[config.mk]
export PLATFORM = sky130hd
export DESIGN_NAME = sarc_rx
export DESIGN_NICKNAME = d
export VERILOG_FILES = /design/src/verilog/sarc_pkg.sv /design/src/verilog/sarc_rx.sv
export VERILOG_INCLUDE_DIRS = /design/src /design/src/verilog
export SDC_FILE = /design/constraint.sdc
export NUM_CORES = 1
export LEC_CHECK = 0
export ABC_AREA = 1
export BUFFER_PORTS_ARGS = -buffer_cell sky130_fd_sc_hd__buf_4
export CORE_MARGIN = 5
export CORE_UTILIZATION = 31
export CTS_CLUSTER_SIZE = 8
export DETAILED_ROUTE_END_ITERATION = 6
export GPL_ROUTABILITY_DRIVEN = 0
export PLACE_DENSITY = 0.51
export SETUP_SLACK_MARGIN = 0.3
export SLEW_MARGIN = 20
export SYNTH_ARGS = -nofsm -noshare
export SYNTH_HDL_FRONTEND = slang
export SYNTH_SLANG_ARGS = --single-unit
[constraint.sdc]
create_clock -name clk_i -period 6.55 [get_ports clk_i]
set_input_delay 1.31 -clock clk_i [delete_from_list [all_inputs] [get_ports clk_i]]
set_output_delay 1.31 -clock clk_i [all_outputs]
set_load 0.05 [all_outputs]
[src/verilog/sarc_map.svh]
// Register map, field positions and reset values of the serial audio receiver control block
// Behaviour
// - Bit clock polarity swaps drive and latch edges
// - Frame sync polarity picks active level
// - High frequency clock polarity swaps edges likewise
// - Async: bit clock direction selects internal generator
// - Sync: bit clock pin is flag zero
// - Async: frame sync direction selects internal generator
// - Sync: frame sync pin flag or buffer enable
// - Async: high frequency clock direction selects generator
// - Sync: high frequency clock pin is flag two
// - Hardware and software reset clear receive control
// - Receiver samples only when enabled, transmitter off
// - Reserved receive control bits read zero
// - Shift direction selects MSB or LSB first
// - Alignment picks word at slot start or end
// - Short words padded with zeros on right
// - Network mode field selects operating mode
// - Normal: one word per frame; network: every slot
// - Slot word select decodes lengths, first ten
// - Slot word select decodes remaining lengths
// - Frame sync length: whole word or one bit
// - Sync mode shares transmitter clock and frame sync
// - Network frame holds divider plus one words
`ifndef SARC_MAP_SVH
`define SARC_MAP_SVH

// Register indices; byte address is four times the index
`define SARC_IDX_RXCTL      24'hFFFFB7
`define SARC_IDX_RXCLK      24'hFFFFB8
`define SARC_IDX_CCR        24'hFFFFB4
`define SARC_IDX_STAT       24'hFFFFB0
`define SARC_IDX_DATA0      24'hFFFFA0
`define SARC_RESET_VALUE    24'h000000

// Receive control fields
`define SARC_RXCTL_RE_LSB   0
`define SARC_RXCTL_SHFD     6
`define SARC_RXCTL_WA       7
`define SARC_RXCTL_MOD_LSB  8
`define SARC_RXCTL_SWS_LSB  10
`define SARC_RXCTL_FSL      15
`define SARC_RXCTL_WMASK    24'hF9FFCF

// Receive clock control fields
`define SARC_RXCLK_RPM_LSB  0
`define SARC_RXCLK_RDC_LSB  9
`define SARC_RXCLK_RFP_LSB  14
`define SARC_RXCLK_CKP      18
`define SARC_RXCLK_FSP      19
`define SARC_RXCLK_HCKP     20
`define SARC_RXCLK_CKD      21
`define SARC_RXCLK_FSD      22
`define SARC_RXCLK_HCKD     23

// Common control fields
`define SARC_CCR_OF_LSB     0
`define SARC_CCR_SYNC       6
`define SARC_CCR_XBUF       7
`define SARC_CCR_WMASK      24'h0000C7

// Status fields
`define SARC_STAT_IF_LSB    4

// Mode codes and word width
`define SARC_MOD_NORMAL     2'h0
`define SARC_MOD_NETWORK    2'h1
`define SARC_MOD_RESERVED   2'h2
`define SARC_WORD_W         24

`endif

[src/verilog/sarc_pkg.sv]
// Types shared by the serial audio receiver control block
package sarc_pkg;

    localparam int SARC_NUM_RX = 4;

    // Whole register state of the receiver control block
    typedef struct packed {
        logic [23:0]       rx_ctl;     // Receive control
        logic [23:0]       rx_clk;     // Receive clock control
        logic [23:0]       ccr;        // Common control
        logic [31:0]       rdata;      // Read data held for access phase
        logic [6:0]        sync1;      // Pin synchroniser, first stage
        logic [6:0]        sync2;      // Pin synchroniser, second stage
        logic [7:0]        pre_cnt;    // Prescaler count
        logic [3:0]        hf_cnt;     // High frequency to bit clock divider
        logic              gen_hf;     // Generated high frequency clock
        logic              gen_clk;    // Generated bit clock
        logic [5:0]        gen_pos;    // Generator bit within slot
        logic [4:0]        gen_slot;   // Generator slot within frame
        logic              gen_fs;     // Generated frame sync, active high
        logic              bclk_q;     // Previous receive bit clock level
        logic              fs_prev;    // Frame sync at previous latch edge
        logic              in_frame;   // A frame sync has been seen
        logic [5:0]        pos;        // Receive bit within slot
        logic [4:0]        slot;       // Receive slot within frame
        logic [3:0][23:0]  shreg;      // Receive shift registers
        logic [3:0][23:0]  rxd;        // Receive data registers
        logic [3:0]        armed;      // Word in progress will transfer
        logic [3:0]        full;       // Data register holds a new word
        logic [2:0]        oflag;      // Output flags latched at frame start
    } sarc_state_type;

endpackage

[src/verilog/sarc_rx.sv]
// Serial audio receiver control: registers, clock pins, frame sync and receive shifters
`timescale 1ns/1ns
`include "sarc_map.svh"

module sarc_rx #(
    parameter int NUM_RX = 4                   // Receivers sharing transmitter pins
) (
    input  wire logic         clk_i,
    input  wire logic         rst_n_i,
    input  wire logic         sw_reset_i,      // Software reset pulse
    input  wire logic         psel_i,
    input  wire logic         penable_i,
    input  wire logic         pwrite_i,
    input  wire logic [31:0]  paddr_i,
    input  wire logic [31:0]  pwdata_i,
    output logic      [31:0]  prdata_o,
    output logic              pready_o,
    output logic              pslverr_o,
    input  wire logic [3:0]   tx_enable_i,     // Bit n: transmitter n enabled
    input  wire logic         tx_bit_clock_i,  // Transmitter bit clock, sync mode
    input  wire logic         tx_frame_sync_i, // Transmitter frame sync, sync mode
    input  wire logic         tx_buffer_enable_i,
    input  wire logic [3:0]   shared_data_pin_i,
    input  wire logic         rx_bit_clock_pin_i,
    output logic              rx_bit_clock_pin_o,
    output logic              rx_bit_clock_pin_oe_o,
    input  wire logic         rx_frame_sync_pin_i,
    output logic              rx_frame_sync_pin_o,
    output logic              rx_frame_sync_pin_oe_o,
    input  wire logic         rx_high_freq_clock_pin_i,
    output logic              rx_high_freq_clock_pin_o,
    output logic              rx_high_freq_clock_pin_oe_o
);

    // The state struct holds exactly four receivers
    if (NUM_RX != sarc_pkg::SARC_NUM_RX)
    begin : g_bad_num_rx
        $error("sarc_rx supports exactly four receivers");
    end

    sarc_pkg::sarc_state_type r;               // Registered state
    sarc_pkg::sarc_state_type n;               // Next state

    // Decoded configuration
    logic        sync_mode;                    // Synchronous mode
    logic        ckp;                          // Bit clock polarity
    logic        fsp;                          // Frame sync polarity
    logic [1:0]  mode;                         // Network mode field
    logic [4:0]  rdc;                          // Frame rate divider
    logic [5:0]  sl;                           // Slot length
    logic [4:0]  wl;                           // Word length
    logic        sws_ok;                       // Slot word code is legal
    logic [5:0]  first;                        // First word bit within slot
    logic [4:0]  pad_sh;                       // Zero bits padded on the right
    logic        bclk;                         // Bit clock seen by receivers
    logic        fs_act;                       // Frame sync at active level
    logic        latch;                        // Receive latch edge this cycle
    logic        start;                        // Frame start at this latch edge
    logic [5:0]  cur_pos;                      // Bit position of current bit
    logic [4:0]  cur_slot;                     // Slot of current bit
    logic        slot_ok;                      // Current slot carries a word
    logic        acc;                          // APB access phase
    logic [23:0] idx;                          // Register index of access
    logic        hit;                          // Address maps to a register
    logic [31:0] rd_mux;                       // Read value of addressed register

    // Slot and word length decode; illegal codes transfer nothing
    function automatic logic [11:0] sws_decode(input logic [4:0] c);
        logic [11:0] v;
        v = 12'h000;
        unique case (c)
            5'h00:   v = {1'b1, 6'd8,  5'd8};
            5'h04:   v = {1'b1, 6'd12, 5'd8};
            5'h01:   v = {1'b1, 6'd12, 5'd12};
            5'h08:   v = {1'b1, 6'd16, 5'd8};
            5'h05:   v = {1'b1, 6'd16, 5'd12};
            5'h02:   v = {1'b1, 6'd16, 5'd16};
            5'h0C:   v = {1'b1, 6'd20, 5'd8};
            5'h09:   v = {1'b1, 6'd20, 5'd12};
            5'h06:   v = {1'b1, 6'd20, 5'd16};
            5'h03:   v = {1'b1, 6'd20, 5'd20};
            5'h10:   v = {1'b1, 6'd24, 5'd8};
            5'h0D:   v = {1'b1, 6'd24, 5'd12};
            5'h0A:   v = {1'b1, 6'd24, 5'd16};
            5'h07:   v = {1'b1, 6'd24, 5'd20};
            5'h18:   v = {1'b1, 6'd32, 5'd8};
            5'h15:   v = {1'b1, 6'd32, 5'd12};
            5'h12:   v = {1'b1, 6'd32, 5'd16};
            5'h0F:   v = {1'b1, 6'd32, 5'd20};
            5'h1F:   v = {1'b1, 6'd32, 5'd24};
            default: v = 12'h000;               // Reserved codes
        endcase
        return v;
    endfunction

    // Configuration decode shared by generator and receivers
    always_comb
    begin
        sync_mode           = r.ccr[`SARC_CCR_SYNC];
        ckp                 = r.rx_clk[`SARC_RXCLK_CKP];
        fsp                 = r.rx_clk[`SARC_RXCLK_FSP];
        mode                = r.rx_ctl[`SARC_RXCTL_MOD_LSB +: 2];
        rdc                 = r.rx_clk[`SARC_RXCLK_RDC_LSB +: 5];
        {sws_ok, sl, wl}    = sws_decode(r.rx_ctl[`SARC_RXCTL_SWS_LSB +: 5]);
        // Word sits at slot start or slot end
        first               = r.rx_ctl[`SARC_RXCTL_WA] ? (sl - {1'b0, wl}) : 6'h00;
        pad_sh              = 5'(`SARC_WORD_W) - wl;
        // Sync mode takes transmitter clock and frame sync
        if (sync_mode)
        begin
            bclk   = tx_bit_clock_i;
            fs_act = tx_frame_sync_i ^ fsp;
        end
        else
        begin
            // Internal generator or synchronised pin
            bclk   = r.rx_clk[`SARC_RXCLK_CKD] ? r.gen_clk : r.sync2[0];
            fs_act = r.rx_clk[`SARC_RXCLK_FSD] ? r.gen_fs : (r.sync2[1] ^ fsp);
        end
        // Latch on the edge opposite the drive edge
        latch    = (r.bclk_q != bclk) && (bclk == ckp);
        start    = fs_act && !r.fs_prev;
        cur_pos  = (start || r.pos == sl - 6'h01) ? 6'h00 : r.pos + 6'h01;
        cur_slot = start ? 5'h00 : ((r.pos == sl - 6'h01) ? r.slot + 5'h01 : r.slot);
        // Normal mode uses frame sync slot only; network every slot
        unique case (mode)
            `SARC_MOD_NORMAL:   slot_ok = (cur_slot == 5'h00);
            `SARC_MOD_RESERVED: slot_ok = 1'b0;
            default:            slot_ok = (rdc == 5'h00) || (cur_slot <= rdc);
        endcase
    end

    // APB decode and read mux
    always_comb
    begin
        acc    = psel_i && penable_i;
        idx    = paddr_i[25:2];
        hit    = (paddr_i[31:26] == 6'h00) && (paddr_i[1:0] == 2'h0) &&
                 (idx == `SARC_IDX_RXCTL || idx == `SARC_IDX_RXCLK || idx == `SARC_IDX_CCR ||
                  (!pwrite_i && (idx == `SARC_IDX_STAT || idx[23:2] == `SARC_IDX_DATA0 >> 2)));
        rd_mux = 32'h00000000;
        if (idx == `SARC_IDX_RXCTL)
        begin
            rd_mux = {8'h00, r.rx_ctl};
        end
        else if (idx == `SARC_IDX_RXCLK)
        begin
            rd_mux = {8'h00, r.rx_clk};
        end
        else if (idx == `SARC_IDX_CCR)
        begin
            rd_mux = {8'h00, r.ccr};
        end
        else if (idx == `SARC_IDX_STAT)
        begin
            // Input flags are meaningful in sync mode only
            rd_mux = {25'h0000000, r.sync2[2:0], r.full};
        end
        else if (idx[23:2] == `SARC_IDX_DATA0 >> 2)
        begin
            rd_mux = {8'h00, r.rxd[idx[1:0]]};
        end
        if (!hit)
        begin
            rd_mux = 32'h00000000;
        end
    end

    // Next state: bus writes, generator, receive shifters
    always_comb
    begin
        n = r;
        // Pin synchronisers: data pins, high freq, frame sync, bit clock
        n.sync1 = {shared_data_pin_i, rx_high_freq_clock_pin_i, rx_frame_sync_pin_i, rx_bit_clock_pin_i};
        n.sync2 = r.sync1;

        // Register writes; reserved receive control and common control bits never stored; receive clock control stored whole
        if (acc && pwrite_i && hit)
        begin
            if (idx == `SARC_IDX_RXCTL)
            begin
                n.rx_ctl = pwdata_i[23:0] & `SARC_RXCTL_WMASK;
            end
            if (idx == `SARC_IDX_RXCLK)
            begin
                n.rx_clk = pwdata_i[23:0];
            end
            if (idx == `SARC_IDX_CCR)
            begin
                n.ccr = pwdata_i[23:0] & `SARC_CCR_WMASK;
            end
        end
        // Read data captured in setup so access phase needs no wait
        if (psel_i && !penable_i)
        begin
            n.rdata = rd_mux;
        end
        // Reading a data register clears its flag; a new word wins below
        if (acc && !pwrite_i && idx[23:2] == `SARC_IDX_DATA0 >> 2)
        begin
            n.full[idx[1:0]] = 1'b0;
        end

        // Clock generator: prescaler makes high freq, divider makes bit clock
        if (r.pre_cnt >= r.rx_clk[`SARC_RXCLK_RPM_LSB +: 8])
        begin
            n.pre_cnt = 8'h00;
            n.gen_hf  = !r.gen_hf;
            if (r.gen_hf)
            begin
                if (r.hf_cnt >= r.rx_clk[`SARC_RXCLK_RFP_LSB +: 4])
                begin
                    n.hf_cnt  = 4'h0;
                    n.gen_clk = !r.gen_clk;
                    // Counters and frame sync move on the drive edge
                    if (n.gen_clk != ckp)
                    begin
                        n.gen_pos = (r.gen_pos >= sl - 6'h01) ? 6'h00 : r.gen_pos + 6'h01;
                        if (r.gen_pos >= sl - 6'h01)
                        begin
                            n.gen_slot = (r.gen_slot >= rdc) ? 5'h00 : r.gen_slot + 5'h01;
                        end
                        // Word long or one bit long frame sync
                        n.gen_fs = (n.gen_slot == 5'h00) &&
                                   (r.rx_ctl[`SARC_RXCTL_FSL] ? (n.gen_pos == 6'h00)
                                                         : (n.gen_pos < {1'b0, wl}));
                    end
                end
                else
                begin
                    n.hf_cnt = r.hf_cnt + 4'h1;
                end
            end
        end
        else
        begin
            n.pre_cnt = r.pre_cnt + 8'h01;
        end

        // Receivers act only at the latch edge
        n.bclk_q = bclk;
        if (latch)
        begin
            n.fs_prev = fs_act;
            if (start)
            begin
                n.in_frame = 1'b1;
                n.oflag    = r.ccr[`SARC_CCR_OF_LSB +: 3];
            end
            n.pos  = cur_pos;
            n.slot = cur_slot;
            for (int i = 0; i < sarc_pkg::SARC_NUM_RX; i++)
            begin
                if ((r.in_frame || start) && sws_ok && slot_ok)
                begin
                    // First word bit: arm only if enabled and pin not transmitting
                    if (cur_pos == first)
                    begin
                        n.armed[i] = r.rx_ctl[`SARC_RXCTL_RE_LSB + i] && !tx_enable_i[i];
                        n.shreg[i] = 24'h000000;
                    end
                    if (cur_pos >= first && cur_pos < first + {1'b0, wl})
                    begin
                        // MSB first shifts up from bit 0, LSB first down from bit 23
                        if (r.rx_ctl[`SARC_RXCTL_SHFD])
                        begin
                            n.shreg[i] = {r.sync2[3 + i], n.shreg[i][23:1]};
                        end
                        else
                        begin
                            n.shreg[i] = {n.shreg[i][22:0], r.sync2[3 + i]};
                        end
                    end
                    // Last word bit: transfer left aligned, zero padded
                    if (cur_pos == first + {1'b0, wl} - 6'h01 && n.armed[i])
                    begin
                        n.rxd[i]   = r.rx_ctl[`SARC_RXCTL_SHFD] ? n.shreg[i] : (n.shreg[i] << pad_sh);
                        n.full[i]  = 1'b1;
                        n.armed[i] = 1'b0;
                    end
                end
            end
        end

        // Software reset clears control registers
        if (sw_reset_i)
        begin
            n.rx_ctl = `SARC_RESET_VALUE;
            n.rx_clk = `SARC_RESET_VALUE;
            n.ccr  = `SARC_RESET_VALUE;
        end
    end

    // State register
    always_ff @(posedge clk_i or negedge rst_n_i)
    begin
        if (!rst_n_i)
        begin
            r <= '0;
        end
        else
        begin
            r <= n;
        end
    end

    // Pin muxing; sync mode turns receiver clock pins into flags
    always_comb
    begin
        pready_o                    = 1'b1;
        pslverr_o                   = psel_i && penable_i && !hit;
        prdata_o                    = r.rdata;
        rx_bit_clock_pin_oe_o       = r.rx_clk[`SARC_RXCLK_CKD];
        rx_bit_clock_pin_o          = sync_mode ? r.oflag[0] : r.gen_clk;
        // Buffer set with direction clear is reserved; keep the pin an input
        rx_frame_sync_pin_oe_o      = r.rx_clk[`SARC_RXCLK_FSD];
        rx_frame_sync_pin_o         = sync_mode ? (r.ccr[`SARC_CCR_XBUF] ? tx_buffer_enable_i : r.oflag[1])
                                                : (r.gen_fs ^ fsp);
        rx_high_freq_clock_pin_oe_o = r.rx_clk[`SARC_RXCLK_HCKD];
        rx_high_freq_clock_pin_o    = sync_mode ? r.oflag[2]
                                                : (r.gen_hf ^ r.rx_clk[`SARC_RXCLK_HCKP]);
    end

    logic [23:0] pad_mask;                     // Bits that must be zero after padding
    assign pad_mask = 24'hFFFFFF >> (5'(`SARC_WORD_W) - pad_sh);
endmodule // sarc_rx

==> Word-level counts from Yosys, hierarchy flattened <==
Memory sizes are Yosys's and may differ from the RTL's.
Index checks and enable logic that the tools add are counted.
{ "totals": {"ff_bits": 361, "latchBits": 0, "ram_bits": 0, "romBits": 256, "input_bits": 84, "output_inout_bits": 40, "wordCells": 227, "n_memories": 1} }
{ "classes": {"addsub": 11, "multipliers": 0, "div_mod_pow": 0, "order_cmp": 10, "n_eq_ne": 12, "n_shift": 4, "mux": 89, "bitwise_logic": 6, "n_reduce_logical": 65} }
{ "memory_table": {"columns": ["memory", "depth", "word_bits", "rd", "rd_clocked_by_memory_dff", "write_ports", "line_no", "rtl"], "rows": [
  ["(no name shown)", 32, 8, 1, 0, 0, "sarc_rx.sv:71", "unique case (c)"]
]} }
{ "ops": {"columns": ["cell", "count"], "rows": [
  ["2-to-1 mux 24 bit", 33],
  ["2-to-1 mux 72 bit", 2],
  ["== test 24 bit (second input constant)", 4],
  ["<< shifter 24 x 5 -> 24 bit", 4],
  ["binary-select mux 24 bit (select 2 bit)", 1],
  ["2-to-1 mux 5 bit", 8],
  ["2-to-1 mux 1 bit", 34],
  ["2-to-1 mux 32 bit", 1],
  ["logical AND 1 bit", 25],
  ["== test 22 bit (second input constant)", 1],
  ["== test 6 bit", 3],
  ["2-to-1 mux 6 bit", 3],
  ["logical NOT 5 bit", 3],
  ["AND reduction 3 bit", 5],
  ["adder 6 x 1 -> 6 bit (second input constant)", 2],
  ["greater-or-equal comparator 6 bit", 2],
  ["logical NOT 6 bit", 2],
  ["AND reduction 2 bit", 6],
  ["subtractor 6 x 1 -> 6 bit (second input constant)", 2],
  ["adder 5 x 1 -> 5 bit (second input constant)", 2],
  ["logical NOT 1 bit", 10],
  ["adder 8 x 1 -> 8 bit (second input constant)", 1],
  ["greater-or-equal comparator 8 bit", 1],
  ["2-to-1 mux 4 bit", 2],
  ["26 further kinds", 40]
]} }

==> Depth between registers and ports, before layout <==
{ "logic_depth": {"word_depth": 15, "ltp_mapped": 37} }

==> Least setup slack after synthesis <==
OpenSTA, ideal clock, no wires.
{ "synth_timing": {"kind": "reg2reg", "startpoint": "reg r[348] (netlist name)", "endpoint": "reg r[45] (netlist name)", "setup_time_ns": 0.117, "t_arrival_ns": 4.593, "required_time_ns": 6.433, "slack_ns": 1.840, "stages_incl_launch_ff": 35, "synth_period_minus_slack_ns": 4.710, "path_cell_list": "dfrtp_1 > inv_1 > ha_1 > a21oi_1 > inv_1 > nand2_1 > inv_2 > buf_2 > buf_1 > ha_1 > fa_1 > inv_1 > nor2_1 > nor3_1 > ha_1 > a21oi_1 > nand2_1 > nand3_1 > nand2_1 > ha_1 > a21oi_1 > inv_1 > a21oi_1 > nand2_1 > buf_2 > nand2_1 > nand2_1 > inv_1 > nand2_1 > nand2_1 > nand2_1 > nand2_1 > nand2_1 > nand2_1 > nand2_1"} }
{ "synth_between": {"elab_chain_len": 13, "elab_cells_between_ends": 35, "cone_classes": "5 x add/sub; 3 x order compare; 3 x eq/ne; 1 x shift; 14 x mux; 8 x reduce/logical; 1 x memory"} }
{ "synth_lines": {"columns": ["element", "line_no", "rtl"], "rows": [
  ["start, declared", "sarc_rx.sv:41", "sarc_pkg::sarc_state_type r;"],
  ["start signal, assigned", "sarc_rx.sv:303", "r <= n;"],
  ["memory (32 x 8 bit) (*)", null, null],
  ["parallel branches: the longest is 12 deep, another holds subtractor 6 x 5 -> 6 bit", null, null]
]} }
Every way passes the cells marked *. The select of a mux whose other input is x is not followed.
A chain may end at the register's enable or synchronous reset.

==> Final worst setup path <==
{ "layout_timing": {"startpoint": "reg r[348] (netlist name)", "endpoint": "reg r[100] (netlist name)"} }
The elaborated chain is that of the path after synthesis.

==> results_dict.tcl <==
set metrics [dict create \
    status "complete, no violations" \
    grt_max_degree 183 \
    ys_warn_count 0 \
    synth_top_family_by_area "simple AND/OR/NAND/NOR gates" \
    required_ns 7.08 \
    root_buffer "clkbuf_16" \
    stdcell_area_mm2 0.0259 \
    ir_drop_mv 0.205 \
    yosys.area_share.simple_pct 34.8 \
    synthToLayoutAreaGrowth_pct 12.0 \
    dieArea_mm2 0.0802 \
    cp-startpoint "r[348]$_DFFE_PN0P_" \
    muxShareOfSynthArea_pct 2.04 \
    power_uw 11100 \
    cts_buffers 47 \
    antenna_found_initial 0 \
    grt_pass1_wl_mm 129 \
    drcViolationCount 0 \
    path_depth 26 \
    reg2reg_depth 26 \
    drive_above_1_share_pct 9.69 \
    r2r_slack_ns 0.79 \
    crit_arrival_ns 6.30 \
    maxSlewViolCount 0 \
    fin_setup_tns_ns 0 \
    p_per_area_mw_per_mm2 429 \
    die_h_um 283 \
    synth.area.top_cells "dfrtp_1 (36%), nand2_1 (17%), nand3_1 (11%)" \
    rr_endpoint "r[100]$_DFFE_PN0P_" \
    syn_inst 3379 \
    clk_pin_slew_ns 0.06 \
    max_stage_delay_ns 0.51 \
    postCtsHoldBufs 0 \
    htreeDepth 2 \
    min_period_ns 5.76 \
    crit_family "simple AND/OR/NAND/NOR gates" \
    cts.sinks 330 \
    core_mm2 0.0742 \
    tightest_slew_ns 1.09 \
    firstDrtPassIters 6 \
    cp_common_cell "nand2_1" \
    p_leak_uw 0.0133 \
    floorplan.rows 100 \
    port_buffers 106 \
    final_common_cell "nand2_1" \
    max_slew_margin_pct 27.1 \
    synthDistinctLibCells 73 \
    synth_adder_area_share_pct 3.20 \
    path_buf_inv 4 \
    synth_xor_area_share_pct 0.643 \
    hold_viol 0 \
    ys_ff_latch 330 \
    async_flop_share_pct 100 \
    grt_pass1_vias 21200 \
    num_vias 22500 \
    synth_ff_type "dfrtp_1" \
    hold_path.class "reg2reg" \
    ios 124 \
    worst_setup_path_end_kind "flip-flop" \
    fin_crit_sh_pct 88.0 \
    final_cell_mix "nand2_1 (1044), nand3_1 (501), dfrtp_1 (329), inv_1 (303), nor2_1 (196)" \
    wl_mm 82.7 \
    clk_path_buf_depth 3 \
    grt_use_total_pct 20.0 \
    setup_viol 0 \
    drtIter0Drc 1957 \
    post-route-util_pct 34.9 \
    fmax_mhz 173 \
    multi_input_area_mm2 0.0126 \
    synth-edff-count 0 \
    worstSetupPathType "reg2reg" \
    grt_setup_unrepaired "true" \
    fin_skew_ns 0.0360 \
    cts_tree "built" \
    syn_area_per_cell_um2 6.85 \
    wl_per_cell_um 19.0 \
    hold_ws_ns 0.347 \
    nNetsFinal 3512 \
    start_kind "flip-flop" \
    seq_area_mm2 0.00826 \
    crit_fanout 51 \
    hold_path_depth 0 \
    nFillCells 8109 \
    grt-ovfl-total 0 \
    vias_per_cell 5.17 \
    yosysSeqAreaShare_pct 35.7 \
    crit_slowest_cell "nand4_4" \
    maxCapViolations 0 \
    yosysTopAreaCell "dfrtp_1" \
    ant_nets 0 \
    die_x_um 283 \
    synth.top_cell.area_share_pct 35.7 \
    clk_latency_ns 0.61 \
    diodes 0 \
    critPathCapture "r[100]$_DFFE_PN0P_" \
    dp_hpwl_mm 58.2 \
    start_util_pct 31.2 \
    syn_area_mm2 0.0231 \
    r2r_start "r[348]$_DFFE_PN0P_" \
    synth_compound_area_share_pct 13.2 \
    dpl_cell_area_mm2 0.0245 \
]
## worst min path at each step
stage / from / endpoint
after floorplan: n[243]$_DFF_PN0_ / r[243]$_DFF_PN0_
after global placement: n[243]$_DFF_PN0_ / r[243]$_DFF_PN0_
after detailed placement: n[243]$_DFF_PN0_ / r[243]$_DFF_PN0_
after CTS: n[243]$_DFF_PN0_ / r[243]$_DFF_PN0_
after global routing: n[243]$_DFF_PN0_ / r[243]$_DFF_PN0_
final: n[246]$_DFF_PN0_ / r[246]$_DFF_PN0_
## registers in the layout (all words and copies together) (netlist names)
register and flops:
n 7, rx_bit_clock_pin_oe_o 1, rx_frame_sync_pin_oe_o 1, ckp 1
prdata_o 24, mode 2, r 292, fsp 1
rx_high_freq_clock_pin_oe_o 1
## cell usage after synthesis, types with 24 or more instances
cell         n
nand2_1   1046
nand3_1    501
dfrtp_1    330
inv_1      304
nor2_1     199
o21ai_0    192
a21oi_1    148
clkbuf_1   100
ha_1        56
buf_4       48
buf_2       45
mux2_2      33
nand4_1     26
o21ai_1     24
o22ai_1     24
## per-layer routing
metal  vias up  GRT usage, %  routed length (um)
met2       608          31.6               37700
li1      11100             -                   -
met5         -             0                   0
met3       113          3.01                4400
met4         0          5.87                2440
met1     10700          28.4               38200
## metrics by stage
step / setup WS, ns / cells
2_1_floorplan: 1.84 / 3386
4_1_cts: 0.558 / 4340
3_5_place_dp: 0.628 / 4285
6_report: 0.786 / 4345
5_1_grt: 0.299 / 4345
3_3_place_gp: 0.664 / 4285
## what timing repair did
item,CTS,global route
gates resized for setup,0,3
buffers inserted,0,5
setup endpoints to repair,0,38
## final cells by class
class | instances | share of cell area [%]
clock inverter | 3 | 0.309
sequential | 330 | 31.9
tap | 969 | 4.68
multi-input combinational | 2507 | 48.5
inverter | 321 | 4.65
timing repair buffer | 163 | 5.25
clock buffer | 52 | 4.69
## where the power goes
group          internal, uW  switching (uW)  leakage, uW
logic                  1840            4010      0.00855
registers              2580             395      0.00417
clock network          1300             985     0.000630
## kinds of logic (layout without fill, tap and decap cells)
group	count (synthesis)	in the layout
adder cells (fa/ha/maj)	58	58
XOR/XNOR	17	17
multiplexers	42	42
buffers and inverters	549	539
other	2	9
AND/OR/NAND/NOR	1863	1863
flip-flops	330	330
AO/OA/AOI/OAI	518	518
Power figures use the tool's default switching activity.
